<file path="src/rtl/lcdp_defs.vh">
`ifndef LCDP_DEFS_VH
`define LCDP_DEFS_VH

// ********************************************
// Clock source codes
// ********************************************
`define LCDP_SRC_EXT        2'h0
`define LCDP_SRC_RC_EXTRES  2'h1
`define LCDP_SRC_RC_INTRES  2'h2

// ********************************************
// Start byte layout
// ********************************************
`define LCDP_SB_ID_MSB      7
`define LCDP_SB_ID_LSB      3
`define LCDP_SB_IDSEL_POS   2
`define LCDP_SB_RS_POS      1

// ********************************************
// Instruction codes and fields
// ********************************************
`define LCDP_CMD_NOP        8'h00
`define LCDP_CMD_CLEAR      8'h01
`define LCDP_CMD_HOME       8'h02
`define LCDP_CMD_DUTY_MASK  8'hf8
`define LCDP_CMD_DUTY       8'h18
`define LCDP_CMD_ADDR_MASK  8'hc0
`define LCDP_CMD_ADDR_LO    8'hc0

// ********************************************
// Reset values and timing counts
// ********************************************
`define LCDP_FILL_CHAR      8'h20
`define LCDP_RAM_DEPTH      7'h50
`define LCDP_RAM_LAST       7'h4f
`define LCDP_CLEAR_CYCLES   7'h55
`define LCDP_DUTY_RESET     3'h5
`define LCDP_DUTY_11        3'h4
`define LCDP_FRAME_360      9'h168
`define LCDP_FRAME_352      9'h160
`define LCDP_NIB_ZERO_RUN   2'h3

`endif

</file>
<file path="src/rtl/lcdp_port.v">
`timescale 1ns/1ps
`include "lcdp_defs.vh"

module lcdp_port #(
    parameter RC_EXTRES_DIV = 6250,
    parameter RC_INTRES_DIV = 6250,
    // Arbitrary neutral identity value.
    parameter [4:0] ID_UPPER = 5'h15
) (
    // Clock and reset
    input  wire       clk,
    input  wire       rstn,
    // Mode and clock source straps
    input  wire       ifaceModePinA,
    input  wire       ifaceModePinB,
    input  wire [1:0] clkSourceSel,
    input  wire       extOpClk,
    // Serial link
    input  wire       serialSelN,
    input  wire       serialData,
    input  wire       serialClk,
    // 4-bit bus; bit 0 doubles as the id select pin
    input  wire [3:0] nibbleBus,
    input  wire       busEnable,
    input  wire       busRegSelect,
    // Display RAM read port
    input  wire [6:0] readAddr,
    output reg  [7:0] readData,
    // Status and decoded outputs
    output reg        busyIndicator,
    output reg        segmentOutputsGround,
    output reg        oscOutPin,
    output reg        frameTick,
    output reg  [2:0] dutySelectField,
    output reg  [6:0] addressPointer,
    output reg        instrStrobe,
    output reg  [7:0] instrCode
);

// ********************************************
// Reset and input synchronisers
// ********************************************
reg  [1:0] rstSync;
wire       rstnInt = rstSync[1];

always @(posedge clk or negedge rstn) begin
    if (!rstn)
        rstSync <= 2'h0;
    else
        rstSync <= {rstSync[0], 1'b1};
end

localparam NSYNC = 13;
// The select line idles high, so its stages reset high to avoid a false select.
localparam [NSYNC-1:0] SYNC_IDLE = 13'h0200;
wire [NSYNC-1:0] pinRaw = {ifaceModePinA, ifaceModePinB, extOpClk,
                           serialSelN, serialData, serialClk,
                           nibbleBus, busEnable, busRegSelect, 1'b0};
reg  [NSYNC-1:0] pinMeta;
reg  [NSYNC-1:0] pinSync;

always @(posedge clk or negedge rstnInt) begin
    if (!rstnInt) begin
        pinMeta <= SYNC_IDLE;
        pinSync <= SYNC_IDLE;
    end else begin
        pinMeta <= pinRaw;
        pinSync <= pinMeta;
    end
end

wire       modeA   = pinSync[12];
wire       modeB   = pinSync[11];
wire       extSy   = pinSync[10];
wire       selNSy  = pinSync[9];
wire       sdaSy   = pinSync[8];
wire       sclSy   = pinSync[7];
wire [3:0] nibSy   = pinSync[6:3];
wire       enSy    = pinSync[2];
wire       rsSy    = pinSync[1];
wire       serMode = !modeA && !modeB;
wire       nibMode = modeA && !modeB;

reg        extD_r;
reg        selND_r;
reg        sclD_r;
reg        enD_r;

always @(posedge clk or negedge rstnInt) begin
    if (!rstnInt) begin
        extD_r  <= 1'b0;
        selND_r <= 1'b1;
        sclD_r  <= 1'b0;
        enD_r   <= 1'b0;
    end else begin
        extD_r  <= extSy;
        selND_r <= selNSy;
        sclD_r  <= sclSy;
        enD_r   <= enSy;
    end
end

// ********************************************
// Operating clock source
// ********************************************
// The RC oscillator is modelled by a divider of the system clock.
reg  [15:0] divCnt_r;
wire [15:0] divLast = (clkSourceSel == `LCDP_SRC_RC_EXTRES) ?
                      RC_EXTRES_DIV[15:0] - 16'h1 :
                      RC_INTRES_DIV[15:0] - 16'h1;
wire        divHit  = (divCnt_r >= divLast);
wire        opClkEn = (clkSourceSel == `LCDP_SRC_EXT) ?
                      (extSy && !extD_r) : divHit;

always @(posedge clk or negedge rstnInt) begin
    if (!rstnInt) begin
        divCnt_r  <= 16'h0;
        oscOutPin <= 1'b0;
    end else begin
        divCnt_r <= divHit ? 16'h0 : divCnt_r + 16'h1;
        if (opClkEn)
            oscOutPin <= !oscOutPin;
    end
end

// ********************************************
// Serial receiver
// ********************************************
reg  [7:0] serShift_r;
reg  [2:0] serBits_r;
reg        serStart_r;
reg        serSel_r;
reg        serRs_r;
reg        serByteV;
reg  [7:0] serByte;
wire [7:0] serNxt = {serShift_r[6:0], sdaSy};
wire [5:0] ownId  = {ID_UPPER, nibSy[0]};

always @(posedge clk or negedge rstnInt) begin
    if (!rstnInt) begin
        serShift_r <= 8'h0;
        serBits_r  <= 3'h0;
        serStart_r <= 1'b1;
        serSel_r   <= 1'b0;
        serRs_r    <= 1'b0;
        serByteV   <= 1'b0;
        serByte    <= 8'h0;
    end else begin
        serByteV <= 1'b0;
        if (selNSy || !serMode) begin
            serBits_r  <= 3'h0;
            serStart_r <= 1'b1;
            serSel_r   <= 1'b0;
        end else if (selND_r) begin
            serBits_r  <= 3'h0;
            serStart_r <= 1'b1;
        end else if (sclSy && !sclD_r) begin
            serShift_r <= serNxt;
            serBits_r  <= serBits_r + 3'h1;
            if (serBits_r == 3'h7) begin
                serStart_r <= 1'b0;
                if (serStart_r) begin
                    serSel_r <= (serNxt[7:2] == ownId);
                    serRs_r  <= serNxt[`LCDP_SB_RS_POS];
                end else begin
                    serByteV <= serSel_r;
                    serByte  <= serNxt;
                end
            end
        end
    end
end

// ********************************************
// 4-bit bus receiver
// ********************************************
reg        nibLow_r;
reg  [3:0] nibHigh_r;
reg  [1:0] nibZero_r;
reg        nibByteV;
reg  [7:0] nibByte;
reg        nibRs;

always @(posedge clk or negedge rstnInt) begin
    if (!rstnInt) begin
        nibLow_r  <= 1'b0;
        nibHigh_r <= 4'h0;
        nibZero_r <= 2'h0;
        nibByteV  <= 1'b0;
        nibByte   <= 8'h0;
        nibRs     <= 1'b0;
    end else begin
        nibByteV <= 1'b0;
        if (!nibMode) begin
            nibLow_r  <= 1'b0;
            nibZero_r <= 2'h0;
        end else if (!enSy && enD_r) begin
            // Only instruction-side zero nibbles count as NO_OP_COMMAND writes.
            if (nibSy == 4'h0 && !rsSy &&
                nibZero_r == `LCDP_NIB_ZERO_RUN) begin
                nibLow_r  <= 1'b0;
                nibZero_r <= 2'h0;
            end else begin
                nibZero_r <= (nibSy == 4'h0 && !rsSy) ?
                             nibZero_r + 2'h1 : 2'h0;
                nibLow_r  <= !nibLow_r;
                if (!nibLow_r) begin
                    nibHigh_r <= nibSy;
                end else begin
                    nibByteV <= 1'b1;
                    nibByte  <= {nibHigh_r, nibSy};
                    nibRs    <= rsSy;
                end
            end
        end
    end
end

// ********************************************
// Execution, clear sequence and display RAM
// ********************************************
reg  [7:0] textRam [0:79];
reg  [6:0] clrCnt_r;
reg        clearing_r;
wire       byteV   = serByteV || nibByteV;
wire [7:0] byteD   = serByteV ? serByte : nibByte;
wire       byteRs  = serByteV ? serRs_r : nibRs;
wire       accept  = byteV && !busyIndicator;
wire       clrWr   = clearing_r && opClkEn && (clrCnt_r < `LCDP_RAM_DEPTH);
wire       ramWr   = accept && byteRs;

always @(posedge clk) begin
    if (clrWr)
        textRam[clrCnt_r] <= `LCDP_FILL_CHAR;
    else if (ramWr)
        textRam[addressPointer] <= byteD;
    readData <= textRam[readAddr];
end

always @(posedge clk or negedge rstnInt) begin
    if (!rstnInt) begin
        clearing_r           <= 1'b1;
        clrCnt_r             <= 7'h0;
        busyIndicator        <= 1'b1;
        segmentOutputsGround <= 1'b1;
        addressPointer       <= 7'h0;
        dutySelectField      <= `LCDP_DUTY_RESET;
        instrStrobe          <= 1'b0;
        instrCode            <= 8'h0;
    end else begin
        instrStrobe <= 1'b0;
        if (clearing_r) begin
            if (opClkEn) begin
                if (clrCnt_r == `LCDP_CLEAR_CYCLES - 7'h1) begin
                    clearing_r    <= 1'b0;
                    busyIndicator <= 1'b0;
                    segmentOutputsGround <= 1'b0;
                    addressPointer <= 7'h0;
                end
                clrCnt_r <= clrCnt_r + 7'h1;
            end
        end else if (accept && byteRs) begin
            addressPointer <= (addressPointer == `LCDP_RAM_LAST) ?
                              7'h0 : addressPointer + 7'h1;
        end else if (accept) begin
            instrStrobe <= (byteD != `LCDP_CMD_NOP);
            instrCode   <= byteD;
            if (byteD == `LCDP_CMD_CLEAR) begin
                clearing_r    <= 1'b1;
                clrCnt_r      <= 7'h0;
                busyIndicator <= 1'b1;
            end else if (byteD == `LCDP_CMD_HOME) begin
                addressPointer <= 7'h0;
            end else if ((byteD & `LCDP_CMD_DUTY_MASK) == `LCDP_CMD_DUTY) begin
                dutySelectField <= byteD[2:0];
            end else if ((byteD & `LCDP_CMD_ADDR_MASK) ==
                         `LCDP_CMD_ADDR_LO) begin
                addressPointer <= {1'b0, byteD[5:0]};
            end
        end
    end
end

// ********************************************
// Frame timer
// ********************************************
reg  [8:0] frameCnt_r;
wire [8:0] frameLen = (dutySelectField == `LCDP_DUTY_11) ?
                      `LCDP_FRAME_352 : `LCDP_FRAME_360;

always @(posedge clk or negedge rstnInt) begin
    if (!rstnInt) begin
        frameCnt_r <= 9'h0;
        frameTick  <= 1'b0;
    end else begin
        frameTick <= 1'b0;
        if (opClkEn) begin
            if (frameCnt_r >= frameLen - 9'h1) begin
                frameCnt_r <= 9'h0;
                frameTick  <= 1'b1;
            end else begin
                frameCnt_r <= frameCnt_r + 9'h1;
            end
        end
    end
end

endmodule

</file>
<file path="config.mk">
export PLATFORM = sky130hd
export DESIGN_NAME = lcdp_port
export DESIGN_NICKNAME = d
export VERILOG_FILES = /design/src/rtl/lcdp_port.v
export VERILOG_INCLUDE_DIRS = /design/src /design/src/rtl
export SDC_FILE = /design/constraint.sdc
export NUM_CORES = 1
export LEC_CHECK = 0
export BUFFER_PORTS_ARGS = -buffer_cell sky130_fd_sc_hd__buf_4
export CAP_MARGIN = 20
export CELL_PAD_IN_SITES_DETAIL_PLACEMENT = 1
export CELL_PAD_IN_SITES_GLOBAL_PLACEMENT = 2
export CORE_MARGIN = 2
export CORE_UTILIZATION = 45
export CTS_BUF_LIST = sky130_fd_sc_hd__clkbuf_16
export DETAILED_ROUTE_END_ITERATION = 8
export GPL_ROUTABILITY_DRIVEN = 0
export GPL_TIMING_DRIVEN = 0
export PLACE_DENSITY_LB_ADDON = 0.05
export SLEW_MARGIN = 30
export SYNTH_ARGS = -nofsm -noshare
export SYNTH_HDL_FRONTEND = slang
export SYNTH_SLANG_ARGS = --single-unit
export TNS_END_PERCENT = 20
</file>
<file path="constraint.sdc">
create_clock -name clk -period 5.7 [get_ports clk]
set_clock_uncertainty 0.2 [all_clocks]
set_input_delay 1.14 -clock clk [delete_from_list [all_inputs] [get_ports clk]]
set_output_delay 1.14 -clock clk [all_outputs]
set_load 0.02 [all_outputs]
</file>
Yosys cells after proc, flatten, opt, wreduce, memory -nomap -nowiden --
Memory sizes are Yosys's and may differ from the RTL's. A register that Yosys moved wholly into a read port is not among the register bits. Index checks and enable logic that the tools add are counted.
Operators by class: add/sub/neg operators 7, magnitude comparators 3, equality and inequality tests 17, multiplexer cells 74, bitwise logic cells 9, reduce and logical (&&, ||, !) cells 49
Operators by type and width (number):
- $mux W7 | 16
- $mux W1 | 46
- $add A16 B1 Y16 const B | 1
- $ge A16 B13 Y1 const B | 1
- $mux W16 | 1
- $mux W8 | 2
- $reduce_and A4 Y1 | 4
- $reduce_and A5 Y1 | 3
- $add A7 B1 Y7 const B | 2
- $eq A7 B7 Y1 const B | 2
- $reduce_and A6 Y1 | 2
- $logic_and A1 B1 Y1 | 11
- $logic_not A1 Y1 | 10
- $reduce_bool A2 Y1 | 5
- $add A9 B1 Y9 const B | 1
- $ge A9 B9 Y1 | 1
- $mux W3 | 3
- $mux W9 | 1
- $not A1 Y1 | 9
- $reduce_and A3 Y1 | 3
- $reduce_bool A3 Y1 | 3
- $sub A9 B1 Y9 const B | 1
- $eq A8 B1 Y1 const B | 1
- $eq A8 B2 Y1 const B | 1
- 20 further kinds | 29
Word-level totals: register bits 125, RAM bits 640, input bits 23, output and inout bits 31, logic and storage cells 192, memories kept 1
Memory list:
- textRam | depth 80, width 8, read ports 1, clocked after Yosys merged registers in 1, wr ports 1, line lcdp_port.v:222 | reg [7:0] textRam [0:79];

Longest topological paths before layout --
depth after elaboration 9, depth in mapped cells 11, mapped depth without buffers 9

Worst setup path before layout --
OpenSTA, ideal clock, no wires.
path kind in2reg, start point input port clkSourceSel[1], end point memory textRam[0][1] (data pin), setup time 0.574 ns, arrival time 4.060 ns, data required time 4.926 ns, path slack 0.866 ns, stages 8, path buffers 3, cell sequence o211ai_1 > a21oi_1 > a31o_1 > buf_6 > nand2b_4 > buf_12 > buf_12 > nor2_1
On the way: cells in the longest elaborated chain, start to end 8
RTL lines:
- start: declaration | line lcdp_port.v:16 | input wire [1:0] clkSourceSel,
- $logic_not A2 Y1 (no source line)
- $mux W1 | line lcdp_port.v:112 | wire opClkEn = (clkSourceSel == `LCDP_SRC_EXT) ?
- $logic_and A1 B1 Y1 (2 in series) | line lcdp_port.v:229 | wire clrWr = clearing_r && opClkEn && (clrCnt_r < `LCDP_RAM_DEPTH);
- $mux W1 | line lcdp_port.v:233 | if (clrWr)
- $mux W1 (not written as such) | line lcdp_port.v:236 | textRam[addressPointer] <= byteD;
- $reduce_or A8 Y1 (no source line)
- $mux W8 (no source line)
- end: declaration | line lcdp_port.v:222
Every way passes these cells.

Worst setup path in the final report --
start point register clearing_r, end point memory textRam[11][0], enable pin
On the way: cells in the longest elaborated chain, start to end 6, elaborated cells between the ends (all ways) 9, those cells by class 6 x mux; 3 x reduce/logical
RTL lines:
- start: declaration | line lcdp_port.v:224 | reg clearing_r;
- start signal: assignment | line lcdp_port.v:242 | clearing_r <= 1'b1;
- start signal: assignment | line lcdp_port.v:255 | clearing_r <= 1'b0;
- start signal: assignment | line lcdp_port.v:269 | clearing_r <= 1'b1;
- $logic_and A1 B1 Y1 (*) (2 in series) | line lcdp_port.v:229
- $mux W1 | line lcdp_port.v:233
- $mux W1 (not written as such) | line lcdp_port.v:236
- $reduce_or A8 Y1 (no source line)
- $mux W7 (no source line) / $mux W1 (equally long branches)
Mark *: on every way between the ends. The rest lies on a longest branch, timed or not.

==> metrics.txt <==
status finished, violations left; failing checks hold timing; chip width about 270 um; Hold Path Class flip-flop to async pin; Psw between 3 and 4 mW; dpl cell area between 30000 and 40000 um^2; power density cells 361 nW/um^2; fin util 52.9%; post-cts resize count 0; post-route cell area 35700 um^2; Final Hold Viols 14; CTS tree yes; input/output buffers 46; unrepaired setup endpoints after global routing false; synthesized flop and latch total 773; Worst EP arrival about 4000 ps; first-pass GRT wire length about 120000 um; sw frac between 20% and 30%; initial antenna violation count 1; DR vias/cell 5.79; fraction of registers with async set/reset roughly 16%; worst skew pair latency 640 ps; syn avg cell area around 19 um^2; worst hold slack -8.89 ps; synthesis-to-layout area growth 15.9%; clk slew on worst S/H paths 60 ps; Seq/Total Area, Yosys 73.2%; CTS H-tree depth 3; CTS Hold Bufs 0; drt drc 0; minimum clock period roughly 3900 ps; CTS root buf clkbuf_16; final setup vio count 0; Fmax achieved between 200 and 300 MHz; internal power 9.78 mW; Synth warnings 0; CTS Sinks roughly 770; routed len/inst around 28 um; synthesized area 30800 um^2; max_cap viols 0; Global Route Usage Sum about 22%; Top FF cell, synth edfxtp_1; fin nets ~1800; Routed WL slightly below 80000 um; DRT Pass-1 Iters 5; max-slew violations 0; Clk network pwr share between 40% and 50%; clk buf depth 3; Top Ports 54; Final TNS setup 0 ps; Antenna Cells 0; Post-DP HPWL roughly 53000 um; row cnt 95; Slew Limit Headroom a little under two fifths; layout cells sized above 1 roughly 26%; kind of critical path flip-flop to flip-flop; DRT antenna net count 0; Starting Density a little under half; total gr overflow 0; crit path max fanout 10; Leak Pwr roughly 13 nW; Filler cells 6019; postcts setup bufs 0; final worst path period share 69.2%; total CTS buffers between 80 and 90; overall power around 13 mW; Flop pwr share 49.5%; Core Region slightly below 70000 um^2; combinational power share roughly a tenth; Die Ht 266 um; vias in the first global route between 15000 and 20000; Max IR drop VDD between 0.15 and 0.2 mV; critical path startpoint category flip-flop; number of synthesized flops with an enable pin 640; data required time of the critical path about 5800 ps; Yosys cell types between 60 and 70; largest net degree at the start of global routing 49; total number of vias approximately 16000; Post-Syn Instances ~1600; DRT iter0 DRCs about 1200; Die Area slightly above 70000 um^2; worst slew pin tran ~930 ps; CP Capture Type flip-flop
==> sequential cells by signal, indices dropped and copies added, names as in the netlist, 2 cells and up <==
signal / flops
nibHigh_r: 4
pinMeta: 12
nibZero_r: 2
instrCode: 8
nibByte: 8
rstSync: 2
addressPointer: 7
frameCnt_r: 9
serShift_r: 7
divCnt_r: 16
dutySelectField: 3
serByte: 8
serBits_r: 3
textRam: 640
pinSync: 12
readData: 8
clrCnt_r: 7
==> path summary, 6_finish.rpt <==
kind	start	to	slack [ps]	cells past startpoint
min in group clk	pinMeta[5]$_DFF_PN0_	pinSync[5]$_DFF_PN0_	150	0
max reg2reg	clearing_r$_DFF_PN1_	textRam[11][0]$_DFFE_PP_	1760	8
min	rstSync[1]$_DFF_PN0_	clrCnt_r[6]$_DFFE_PN0P_	-9	0
max in group asynchronous	rstSync[1]$_DFF_PN0_	pinMeta[9]$_DFF_PN1_	4240	3
min reg2reg	rstSync[1]$_DFF_PN0_	clrCnt_r[6]$_DFFE_PN0P_	-9	0
max	clearing_r$_DFF_PN1_	textRam[11][0]$_DFFE_PP_	1760	8
==> synthesized netlist by cell type, drive strengths merged (5+ instances only) <==
cell	instances	area, um^2
mux2i	40	475
nand3	14	70.1
a211o	9	78.8
xnor2	11	96.3
a221oi	14	123
dfrtp	116	2900
a21oi	21	109
dfxtp	8	160
nor2b	16	100
o22a	7	61.3
mux4	170	3830
xor2	6	52.6
nand2	52	195
inv	13	48.8
clkbuf	46	173
nor2	146	548
o21ai	45	225
a41oi	5	66.3
nand2b	16	108
ha	13	163
o221ai	14	123
a22o	6	52.6
buf	35	238
nor3	23	115
dfstp	9	236
nand3b	5	37.5
mux2	49	552
a21o	5	37.5
edfxtp	640	19200
and3	10	62.6
nor4	9	71.3
==> through the flow <==
step / std cells / worst slack (ps)
2_1_floorplan: 1633 / 866
4_1_cts: 2735 / 1660
5_1_grt: 2735 / 1520
3_5_place_dp: 2580 / 1180
6_report: 2735 / 1760
3_3_place_gp: 2552 / -2150
==> final cells by class <==
| class | count | area, um^2 | area share (%) |
|---|---|---|---|
| clock buffers | 86 | 2150 | 6.03 |
| repair buffers | 74 | 973 | 2.73 |
| inverters | 13 | 48.8 | 0.137 |
| multi-input cells | 766 | 7950 | 22.3 |
| plain buffers | 81 | 413 | 1.16 |
| well taps | 873 | 1090 | 3.06 |
| clock inverters | 69 | 532 | 1.49 |
| flip-flops and latches | 773 | 22500 | 63.1 |
==> layer usage <==
layer | track usage (%) | up-vias | wire length, um
met5 | 0 | - | 0
met4 | 6.70 | 0 | 1790
met3 | 3.53 | 102 | 3690
met2 | 37.9 | 384 | 38700
met1 | 30.3 | 8462 | 33000
li1 | - | 6896 | -
==> worst max-delay path, stage by stage, from the launching register on <==
cell	delay, ps
dfstp_2	510
clkbuf_1	400
inv_1	330
a211oi_2	270
a31o_1	140
buf_6	140
buf_4	240
mux2_2	590
nor2_1	750
==> cells in the final DEF (no fill, tap or decap), drive strengths merged, types with 5 or more instances in the layout <==
master and n:
clkinv 32, xor2 6, nor4 9, dfstp 9, nor2b 16, nor3 23, and3 10, dfrtp 116
a211o 9, mux2 49, inv 41, o221ai 14, o22a 7, nand3b 5, mux4 170, buf 109
o21ai 45, a221oi 14, clkbuf 132, a21o 5, nand3 14, a21oi 21, nor2 146, nand2 52
bufinv 8, mux2i 40, a41oi 5, nand2b 16, a22o 6, edfxtp 640, dfxtp 8, ha 13
xnor2 11
==> logic make-up after synthesis <==
group	synth area share [%]
AND/OR/NAND/NOR	4.92
adder cells (fa/ha/maj)	0.529
other	0.0244
buffers and inverters	1.49
AO/OA/AOI/OAI	3.61
multiplexers	15.8
XOR/XNOR	0.484
flip-flops	73.2
==> power by group through the flow <==
stage	combinational [mW]	sequential [mW]	clock, mW
after floorplan	0.700	6.48	0
after global placement	1.13	6.49	0
after global routing	1.29	6.39	5.62
final	1.20	6.37	5.31
after detailed placement	1.22	6.49	0
after CTS	1.22	6.37	5.41
Power figures use the tool's default switching activity.
